===== src/verilog/incr_exec_pkg.sv =====
// Operation
// - Byte operand gains one, 0xFF wraps to 0x00, status flags never touched
// - Register form 00001rrr and indirect form 0000011i, one byte each
// - Opcode 0x05 increments the direct address given by byte two, one cycle
// - Port target reads the output latch, not pins, and writes back the latch
// - Data pointer increments by one modulo 2^16, the only 16-bit increment
// - Low pointer byte rolling 0xFF to 0x00 carries into high byte, no flags
`default_nettype none
package incr_exec_pkg;

  // ==========================================================================
  // Opcodes and fields
  localparam logic [7:0] OP_INC_ACC       = 8'h04;
  localparam logic [7:0] OP_INC_DIRECT    = 8'h05;
  localparam logic [7:0] OP_INC_DATA_POINTER      = 8'hA3;
  localparam logic [4:0] OP_REG_PREFIX    = 5'h01;
  localparam logic [6:0] OP_IND_PREFIX    = 7'h03;
  localparam logic [7:0] BYTE_ONE         = 8'h01;
  localparam logic [15:0] WORD_ONE        = 16'h0001;
  localparam logic [7:0] BYTE_ALL_ONES    = 8'hFF;

  // Port latches sit at 0x80, 0x90, 0xA0 and 0xB0
  localparam logic [7:0] PORT_ADDR_MASK   = 8'hCF;
  localparam logic [7:0] PORT_ADDR_MATCH  = 8'h80;

  // Machine cycles per instruction
  localparam int MC_SHORT = 1;
  localparam int MC_DATA_POINTER  = 2;

  // ==========================================================================
  // Types
  typedef enum logic [2:0] {
    SPACE_ACC,
    SPACE_REG,
    SPACE_DIRECT,
    SPACE_IRAM,
    SPACE_LATCH
  } space_t;

  typedef struct packed {
    logic       rd;
    logic       wr;
    space_t     space;
    logic [7:0] addr;
    logic [7:0] data;
  } mem_req_t;

endpackage
`default_nettype wire


===== src/verilog/increment_instruction_exec.sv =====
`timescale 1ns/1ps
`default_nettype none
module increment_instruction_exec #(
  parameter int CLKS_PER_MC = 4
) (
  input  wire logic                    sys_clk,
  input  wire logic                    arst_n,
  input  wire logic                    clkEn,
  input  wire logic                    start,
  input  wire logic [7:0]              opcode,
  input  wire logic [7:0]              operandByte,
  input  wire logic [7:0]              rdData,
  input  wire logic                    pointerLoad,
  input  wire logic [15:0]             pointerLoadValue,
  output var  incr_exec_pkg::mem_req_t memReq,
  output logic                         busy,
  output logic                         done,
  output logic                         unsupported,
  output logic [15:0]                  dataPointer
);

  // ==========================================================================
  // Decode
  typedef enum logic [2:0] {
    ST_IDLE,
    ST_FETCH_PTR,
    ST_READ,
    ST_HOLD
  } state_t;

  localparam logic [7:0] TARGET_SHORT = 8'(incr_exec_pkg::MC_SHORT * CLKS_PER_MC - 1);
  localparam logic [7:0] TARGET_DATA_POINTER  = 8'(incr_exec_pkg::MC_DATA_POINTER * CLKS_PER_MC - 1);

  state_t                  state_q;
  logic [7:0]              cyc_q;
  logic [7:0]              target_q;
  incr_exec_pkg::mem_req_t memReq_q;
  logic                    busy_q;
  logic                    done_q;
  logic                    unsupported_q;
  logic [15:0]             dataPointer_q;

  logic isAcc;
  logic isReg;
  logic isInd;
  logic isDir;
  logic isDptr;
  logic accept;
  logic dirIsPort;

  always_comb
  begin
    isAcc     = (opcode == incr_exec_pkg::OP_INC_ACC);
    isReg     = (opcode[7:3] == incr_exec_pkg::OP_REG_PREFIX);
    isInd     = (opcode[7:1] == incr_exec_pkg::OP_IND_PREFIX);
    isDir     = (opcode == incr_exec_pkg::OP_INC_DIRECT);
    isDptr    = (opcode == incr_exec_pkg::OP_INC_DATA_POINTER);
    accept    = clkEn && start && (state_q == ST_IDLE);
    dirIsPort = ((operandByte & incr_exec_pkg::PORT_ADDR_MASK)
                 == incr_exec_pkg::PORT_ADDR_MATCH);
  end

  // ==========================================================================
  // Sequencer
  always_ff @(posedge sys_clk or negedge arst_n)
  begin
    if (!arst_n)
    begin
      state_q <= ST_IDLE;
      busy_q  <= 1'b0;
    end
    else if (clkEn)
    begin
      // Kept as its own flop so the port is not a decode of the state
      busy_q <= (state_q == ST_IDLE) ? (accept && (isAcc || isReg || isInd || isDir || isDptr))
                                     : !((state_q == ST_HOLD) && (cyc_q == target_q));
      case (state_q)
        ST_IDLE:
        begin
          if (accept && (isAcc || isReg || isDir))
            state_q <= ST_READ;
          else if (accept && isInd)
            state_q <= ST_FETCH_PTR;
          else if (accept && isDptr)
            state_q <= ST_HOLD;
        end
        ST_FETCH_PTR: state_q <= ST_READ;
        ST_READ:      state_q <= ST_HOLD;
        ST_HOLD:
        begin
          if (cyc_q == target_q)
            state_q <= ST_IDLE;
        end
        default:      state_q <= ST_IDLE;
      endcase
    end
  end

  // Whole instruction length is fixed by the machine-cycle count, not by
  // how fast the operand traffic finished
  always_ff @(posedge sys_clk or negedge arst_n)
  begin
    if (!arst_n)
    begin
      cyc_q    <= 8'h00;
      target_q <= 8'h00;
    end
    else if (clkEn)
    begin
      if (accept)
      begin
        cyc_q    <= 8'h00;
        target_q <= isDptr ? TARGET_DATA_POINTER : TARGET_SHORT;
      end
      else if (state_q != ST_IDLE)
        cyc_q <= cyc_q + 8'h01;
    end
  end

  always_ff @(posedge sys_clk or negedge arst_n)
  begin
    if (!arst_n)
    begin
      done_q        <= 1'b0;
      unsupported_q <= 1'b0;
    end
    else if (clkEn)
    begin
      done_q        <= (state_q == ST_HOLD) && (cyc_q == target_q);
      unsupported_q <= accept && !(isAcc || isReg || isInd || isDir || isDptr);
    end
  end

  // ==========================================================================
  // Operand traffic: read, then write back the value plus one.
  // No flag space exists on this port, so the status word is never written.
  always_ff @(posedge sys_clk or negedge arst_n)
  begin
    if (!arst_n)
    begin
      memReq_q <= '0;
    end
    else if (clkEn)
    begin
      memReq_q.rd <= 1'b0;
      memReq_q.wr <= 1'b0;
      if (accept && isAcc)
      begin
        memReq_q.rd    <= 1'b1;
        memReq_q.space <= incr_exec_pkg::SPACE_ACC;
        memReq_q.addr  <= 8'h00;
      end
      else if (accept && isReg)
      begin
        memReq_q.rd    <= 1'b1;
        memReq_q.space <= incr_exec_pkg::SPACE_REG;
        memReq_q.addr  <= {5'h00, opcode[2:0]};
      end
      else if (accept && isInd)
      begin
        memReq_q.rd    <= 1'b1;
        memReq_q.space <= incr_exec_pkg::SPACE_REG;
        memReq_q.addr  <= {7'h00, opcode[0]};
      end
      else if (accept && isDir)
      begin
        memReq_q.rd    <= 1'b1;
        memReq_q.space <= dirIsPort ? incr_exec_pkg::SPACE_LATCH
                                    : incr_exec_pkg::SPACE_DIRECT;
        memReq_q.addr  <= operandByte;
      end
      else if (state_q == ST_FETCH_PTR)
      begin
        memReq_q.rd    <= 1'b1;
        memReq_q.space <= incr_exec_pkg::SPACE_IRAM;
        memReq_q.addr  <= rdData;
      end
      else if (state_q == ST_READ)
      begin
        // Same space and address as the read, so a port goes back to its latch
        memReq_q.wr   <= 1'b1;
        memReq_q.data <= rdData + incr_exec_pkg::BYTE_ONE;
      end
    end
  end

  // ==========================================================================
  // Data pointer
  always_ff @(posedge sys_clk or negedge arst_n)
  begin
    if (!arst_n)
    begin
      dataPointer_q <= 16'h0000;
    end
    else if (clkEn)
    begin
      if (accept && isDptr)
        dataPointer_q <= dataPointer_q + incr_exec_pkg::WORD_ONE;
      else if (pointerLoad)
        dataPointer_q <= pointerLoadValue;
    end
  end

  assign memReq      = memReq_q;
  assign busy        = busy_q;
  assign done        = done_q;
  assign unsupported = unsupported_q;
  assign dataPointer = dataPointer_q;

  // ==========================================================================
  // Checks
  logic [7:0] elapsed_q;
  logic [7:0] expect_q;

  always_ff @(posedge sys_clk or negedge arst_n)
  begin
    if (!arst_n)
    begin
      elapsed_q <= 8'h00;
      expect_q  <= 8'h00;
    end
    else if (clkEn)
    begin
      if (accept)
      begin
        elapsed_q <= 8'h00;
        expect_q  <= (opcode == incr_exec_pkg::OP_INC_DATA_POINTER) ? 8'(2 * CLKS_PER_MC)
                                                            : 8'(CLKS_PER_MC);
      end
      else if (state_q != ST_IDLE)
        elapsed_q <= elapsed_q + 8'h01;
    end
  end

  property p_inc_wrap;
    @(posedge sys_clk) disable iff (!arst_n)
    (clkEn && state_q == ST_READ) |=> memReq.wr && memReq.data == 8'($past(rdData) + 8'h01);
  endproperty
  a_inc_wrap: assert property (p_inc_wrap) else $error("write value is not read value plus one");

  property p_reg_form;
    @(posedge sys_clk) disable iff (!arst_n)
    (accept && opcode[7:3] == 5'h01) |=> memReq.rd && memReq.space == incr_exec_pkg::SPACE_REG
      && memReq.addr == {5'h00, $past(opcode[2:0])};
  endproperty
  a_reg_form: assert property (p_reg_form) else $error("register form read wrong register");

  property p_ind_form;
    @(posedge sys_clk) disable iff (!arst_n)
    (accept && opcode[7:1] == 7'h03) ##1 clkEn |=> memReq.rd
      && memReq.space == incr_exec_pkg::SPACE_IRAM && memReq.addr == $past(rdData);
  endproperty
  a_ind_form: assert property (p_ind_form) else $error("indirect read not at pointer value");

  property p_direct;
    @(posedge sys_clk) disable iff (!arst_n)
    (accept && opcode == 8'h05 && operandByte[3:0] != 4'h0) |=> memReq.rd
      && memReq.space == incr_exec_pkg::SPACE_DIRECT && memReq.addr == $past(operandByte);
  endproperty
  a_direct: assert property (p_direct) else $error("direct form read wrong address");

  property p_port_latch;
    @(posedge sys_clk) disable iff (!arst_n)
    (accept && opcode == 8'h05 && operandByte[7:6] == 2'h2 && operandByte[3:0] == 4'h0)
      ##1 clkEn ##1 clkEn |-> memReq.wr && memReq.space == incr_exec_pkg::SPACE_LATCH;
  endproperty
  a_port_latch: assert property (p_port_latch) else $error("port write-back not to latch");

  property p_data_pointer_inc;
    @(posedge sys_clk) disable iff (!arst_n)
    (accept && opcode == 8'hA3) |=> dataPointer == 16'($past(dataPointer) + 16'h0001);
  endproperty
  a_data_pointer_inc: assert property (p_data_pointer_inc) else $error("pointer did not advance by one");

  property p_data_pointer_carry;
    @(posedge sys_clk) disable iff (!arst_n)
    (accept && opcode == 8'hA3 && dataPointer[7:0] == 8'hFF) |=> dataPointer[7:0] == 8'h00
      && dataPointer[15:8] == 8'($past(dataPointer[15:8]) + 8'h01);
  endproperty
  a_data_pointer_carry: assert property (p_data_pointer_carry) else $error("low byte rollover lost carry");

  property p_mc_length;
    @(posedge sys_clk) disable iff (!arst_n)
    $rose(done) |-> elapsed_q == expect_q;
  endproperty
  a_mc_length: assert property (p_mc_length) else $error("instruction length wrong");

  c_acc:  cover property (@(posedge sys_clk) disable iff (!arst_n) accept && opcode == 8'h04);
  c_ind:  cover property (@(posedge sys_clk) disable iff (!arst_n) accept && opcode == 8'h07);
  c_wrap: cover property (@(posedge sys_clk) disable iff (!arst_n)
                          memReq.wr && memReq.data == 8'h00);
  c_dpc:  cover property (@(posedge sys_clk) disable iff (!arst_n)
                          accept && opcode == 8'hA3 && dataPointer[7:0] == 8'hFF);

endmodule
`default_nettype wire


===== config.mk =====
export PLATFORM = sky130hd
export DESIGN_NAME = increment_instruction_exec
export DESIGN_NICKNAME = d
export VERILOG_FILES = /design/src/verilog/incr_exec_pkg.sv /design/src/verilog/increment_instruction_exec.sv
export SDC_FILE = /design/constraint.sdc
export NUM_CORES = 1
export LEC_CHECK = 0
export ABC_AREA = 1
export ABC_CLOCK_PERIOD_IN_PS = 4170
export BUFFER_PORTS_ARGS = -buffer_cell sky130_fd_sc_hd__buf_2
export CORE_ASPECT_RATIO = 1.4
export CORE_MARGIN = 10
export CORE_UTILIZATION = 59
export CTS_BUF_LIST = sky130_fd_sc_hd__clkbuf_8
export DETAILED_ROUTE_END_ITERATION = 8
export PLACE_DENSITY = 0.88
export SYNTH_ARGS = -nofsm -noshare
export SYNTH_HDL_FRONTEND = slang
export SYNTH_SLANG_ARGS = --single-unit

===== constraint.sdc =====
create_clock -name sys_clk -period 4.17 [get_ports sys_clk]
set_input_delay 1.251 -clock sys_clk [delete_from_list [all_inputs] [get_ports sys_clk]]
set_output_delay 1.251 -clock sys_clk [all_outputs]
set_load 0.005 [all_outputs]

Yosys cells after proc, flatten, opt, wreduce, memory -nomap -nowiden
Index checks and enable logic that the tools add are counted.
{"block": "word_totals", "regBits": 59, "input_bits": 45, "output_inout_bits": 40, "word_cells": 89}
{"block": "op_classes", "add_sub_neg": 3, "eq_ne": 12, "n_mux": 28, "n_bitwise": 5, "reduce_logical": 29}
{"cell": "$mux 11", "n": 5}
{"cell": "$mux 16", "n": 2}
{"cell": "$mux 3", "n": 6}
{"cell": "$add 16x1->16 const B", "n": 1}
{"cell": "$add 8x1->8 const B", "n": 2}
{"cell": "$eq 8x3->1 const B", "n": 2}
{"cell": "$mux 8", "n": 2}
{"cell": "$mux 1", "n": 12}
{"cell": "$pmux 3 s4", "n": 1}
{"cell": "$logic_and 1x1->1", "n": 11}
{"cell": "$eq 8x8->1", "n": 1}
{"cell": "$eq 8x8->1 const B", "n": 1}
{"cell": "$reduce_and 2->1", "n": 4}
{"cell": "$eq 7x2->1 const B", "n": 1}
{"cell": "$reduce_and 7->1", "n": 1}
{"cell": "$eq 3x2->1 const B", "n": 2}
{"cell": "$eq 6x6->1 const B", "n": 1}
{"cell": "$eq 5x1->1 const B", "n": 1}
{"cell": "$logic_or 1x1->1", "n": 5}
{"cell": "$not 1->1", "n": 5}
{"cell": "$reduce_bool 5->1", "n": 1}
{"cell": "$ne 4x1->1 const B", "n": 1}
{"cell": "$reduce_bool 2->1", "n": 2}
{"cell": "$eq 3x1->1 const B", "n": 1}
{"cell": "5 further kinds", "n": 6}

Longest topological paths before layout
{"block": "depth", "ltp_word": 7, "mapped_depth": 13, "mapped_depth_nobuf": 11}

Worst setup path before layout
No wires, ideal clock.
{"block": "synth_path", "kind": "in2reg", "start": "input clkEn", "end": "register memReq_q, in the netlist memReq[5]", "setup_time_ns": 0.122, "t_arrival_ns": 2.246, "t_required_ns": 4.048, "slack_ns": 1.802, "cell_stages": 11, "n_path_buf": 3, "cell_sequence": "buf_6 -> nand2_4 -> nor2_4 -> buf_6 -> nand3_4 -> nand2_4 -> nor2_4 -> nand2_4 -> buf_12 -> nand2_2 -> o21ai_2"}
{"block": "synth_between", "elab_chain_len": 5, "elab_cells_between_ends": 11, "classes_between": "bitwise (4); reduce/logical (7)"}
{"element": "start: declaration", "line_no": "increment_instruction_exec.sv:8", "text": "input wire logic clkEn,"}
{"element": "$logic_and 1x1->1 (2 in a row)", "line_no": "increment_instruction_exec.sv:58", "text": "accept = clkEn && start && (state_q == ST_IDLE);"}
{"element": "$logic_and 1x1->1 (on tied branches)"}
{"element": "$not 1->1 (no line)"}
{"element": "$reduce_and 7->1 (no line) *"}
{"element": "end: declaration", "line_no": "increment_instruction_exec.sv:37", "text": "incr_exec_pkg::mem_req_t memReq_q;"}
Mark *: on every way between the ends. The rest lies on a longest branch, timed or not.
A chain may end at the register's enable or synchronous reset.

Worst setup path after layout
{"block": "layout_path", "start": "input opcode[3]", "end": "register dataPointer_q[13], in the netlist dataPointer[13]"}
{"block": "layout_between", "elab_chain_len": 4, "elab_cells_between_ends": 5, "classes_between": "eq/ne (1); mux (1); reduce/logical (3)"}
{"element": "start: declaration", "line_no": "increment_instruction_exec.sv:10", "text": "input wire logic [7:0] opcode,"}
{"element": "$eq 8x8->1 *"}
{"element": "$logic_and 1x1->1 *", "line_no": "increment_instruction_exec.sv:197", "text": "if (accept && isDptr)"}
{"element": "$reduce_bool 2->1 (no line)"}
{"element": "$reduce_and 2->1 (no line)"}
{"element": "end signal: assignment", "line_no": "increment_instruction_exec.sv:198", "text": "dataPointer_q <= dataPointer_q + incr_exec_pkg::WORD_ONE;"}
{"element": "end signal: assignment", "line_no": "increment_instruction_exec.sv:200", "text": "dataPointer_q <= pointerLoadValue;"}
{"element": "end: declaration", "line_no": "increment_instruction_exec.sv:41", "text": "logic [15:0] dataPointer_q;"}
Marks and branches as above.

==> impl_metrics.json <==
{
  "grt_pass1_vias": 3219,
  "grt_setup_unrepaired": "false",
  "critical_path_class": "input pin to flip-flop",
  "num_vias": 3285,
  "fmax_ghz": 0.346,
  "remaining_drc_errors": 0,
  "yosys.area_share.xor_xnor_pct": 2.90,
  "yosys-mux-area-fraction_pct": 0,
  "fin_area_um2": 3820,
  "grt_overflow": 0,
  "irDropWorstVdd_mv": 0.274,
  "min_from": "memReq[0]$_DFFE_PN0P_",
  "ff2ff_path_depth": 9,
  "period_needed_ps": 2890,
  "num_rows": 32,
  "io_pins": 85,
  "timing.critical_path.from_type": "input pin",
  "diodes": 0,
  "crit_path_top_delay_cell": "nand2_1",
  "whs_path_depth": 2,
  "cp_max_fo": 21,
  "netlist_area_um2": 3330,
  "dp_hpwl_um": 6890,
  "finish.utilization_pct": 69.7,
  "ant_nets": 0,
  "path_depth": 9,
  "cts_tree": "yes",
  "synth_top_family_by_area": "simple AND/OR/NAND/NOR gates",
  "layout_commonest_cell": "nand2_1",
  "grt_antenna_before_repair": 0,
  "cts_made_buffers": 5,
  "via_per_inst": 5.50,
  "cts_max_level": 2,
  "maxCapViolCount": 0,
  "wirelength_um": 8710,
  "ys_seq_area_share_pct": 39.1,
  "fin_crit_sh_pct": 69.3,
  "finalMaxSlewViolations": 0,
  "cts_resized": 0,
  "whs_endpoint": "memReq[0]$_DFFE_PN0P_",
  "grt_max_degree": 43,
  "crit_required_ps": 4360,
  "wire_per_inst_um": 14.6,
  "hp-class": "flip-flop to flip-flop",
  "clock_skew_ps": 13.2,
  "reg2reg_from": "state_q[0]$_DFFE_PN0P_",
  "mostFrequentLayoutCells": "nand2_1 (132), buf_2 (84), dfrtp_1 (52)",
  "cts.hold.buffers_added": 0,
  "p_per_area_nw_per_um2": 441,
  "grt_use_total_pct": 18.9,
  "worst_slew_pin_slew_ps": 933,
  "insertion_delay_ps": 310,
  "dieArea_um2": 9090,
  "drive_above_1_share_pct": 23.6,
  "yosys_warnings": 0,
  "synth_fa_ha_area_share_pct": 2.63,
  "nets": 581,
  "fin_ws_ps": 1280,
  "clock_sinks": 52,
  "dpl_cell_area_um2": 3740,
  "cts_buffer_depth": 2,
  "cts-root-buf": "clkbuf_8",
  "post_cts_buffers": 0,
  "cp_num_buf_inv": 2,
  "critPathTopFamily": "simple AND/OR/NAND/NOR gates",
  "syn_to_final_growth_pct": 14.9,
  "start_util_pct": 60.7,
  "leakage_nw": 2.02,
  "routabilityCongestion": 0.900,
  "die_y_um": 109,
  "cp_common_cell": "nand2_1",
  "rrSetupSlack_ps": 1830,
  "slew_headroom_pct": 37.8,
  "fin_tns_setup_ps": 0,
  "die_w_um": 83.5,
  "arrival_ps": 3080,
  "io_buffer_count": 84,
  "end_kind": "flip-flop",
  "hold_viol_final": 0,
  "dr.pass1.iters": 5,
  "yosys.area_share.simple_pct": 34.9,
  "first_iter_violations": 177,
  "syn_nets": 499,
  "coreArea_um2": 5490,
  "syn_area_per_cell_um2": 7.44,
  "path_clk_slew_ps": 90,
  "finalSetupViolCount": 0,
  "status": "completed",
  "place_ws_ps": 996,
  "cp_slowest_stage_delay_ps": 590,
  "synth_compound_area_share_pct": 11.7,
  "rr_endpoint": "dataPointer[13]$_DFFE_PN0P_",
  "crit_chain": "buf_2, nor2_1, nand3_1, nor2_1, nand2_2, nand2_1, inv_1, nand2_1, nand2_1",
  "grt_pass1_wl_um": 14500,
  "synthCells": 447,
  "synth.ff_latch_count": 52,
  "yosys.cell_types.count": 35
}
## flip-flops by register name (all words and copies together), names as in the netlist
signal and count:
cyc_q 8, unsupported 1, state_q 2, target_q 2
dataPointer 16, memReq 21, done 1, busy 1
## kinds of logic (layout without fill, tap and decap cells)
| logic type | Yosys count | after routing |
|---|---|---|
| and+or+nand+nor | 252 | 252 |
| DFF | 52 | 52 |
| xor gates and xnor gates | 11 | 11 |
| AOI/OAI and AO/OA | 65 | 65 |
| adders and majority gates | 7 | 7 |
| buffers and inverters | 60 | 142 |
## power by group
group	internal [W]	total (W)	switching, W	leakage (nW)
Clock	0.000114	0.000279	0.000165	0.0400
Combinational	0.000266	0.000646	0.000380	1.34
Sequential	0.000650	0.000759	0.000110	0.644
## area by class of cell
class	count	area, um2
multi-input cells	335	1740
clock buffers	5	68.8
fillers	464	1660
inverters	49	184
well taps	68	85.1
flip-flops and latches	52	1300
repair buffers	86	435
clock inverters	2	12.5
## metrics by stage
step / instances / hold WS, ps / power (W)
2_1_floorplan: 447 / 431 / 0.00117
3_3_place_gp: 590 / 444 / 0.00139
3_5_place_dp: 590 / 463 / 0.00142
4_1_cts: 597 / 485 / 0.00170
5_1_grt: 597 / 493 / 0.00182
6_report: 597 / 485 / 0.00169
## routing by layer
layer | vias to the layer above | share of wire, % | track usage, %
li1 | 1608 | - | -
met1 | 1501 | 38 | 20.7
met2 | 160 | 51 | 34.5
met3 | 16 | 8.4 | 4.10
met4 | 0 | 2.4 | 8.39
met5 | - | 0 | 0
## tightest hold or removal path: stages (launching register included)
cell and delay, ps:
dfrtp_1 350, nand2_1 60, o21ai_2 50
## worst max path at each step
stage	from	to
global route	opcode[4]	dataPointer[6]$_DFFE_PN0P_
CTS	opcode[3]	dataPointer[13]$_DFFE_PN0P_
global placement	opcode[4]	dataPointer[7]$_DFFE_PN0P_
floorplan	clkEn	memReq[5]$_DFFE_PN0P_
finish	opcode[3]	dataPointer[13]$_DFFE_PN0P_
detailed placement	opcode[3]	dataPointer[13]$_DFFE_PN0P_
## cell usage after synthesis, drive strengths merged
cell    count  area [um2]
a21oi      18        90.1
a31oi       3        18.8
buf        11         106
dfrtp      52        1300
ha          7        87.6
inv        49         184
nand2     142         578
nand3      43         258
nand3b      1        7.51
nand4       8        50.1
nor2       45         196
nor3        9        45.0
nor3b       2        15.0
nor4        1        6.26
o211ai      3        22.5
o21a        3        22.5
o21ai      36         221
o22ai       1        6.26
o31ai       1        7.51
or2         1        6.26
xnor2       3        26.3
xor2        8        70.1
Note: power is estimated with default switching activity, not from simulation.
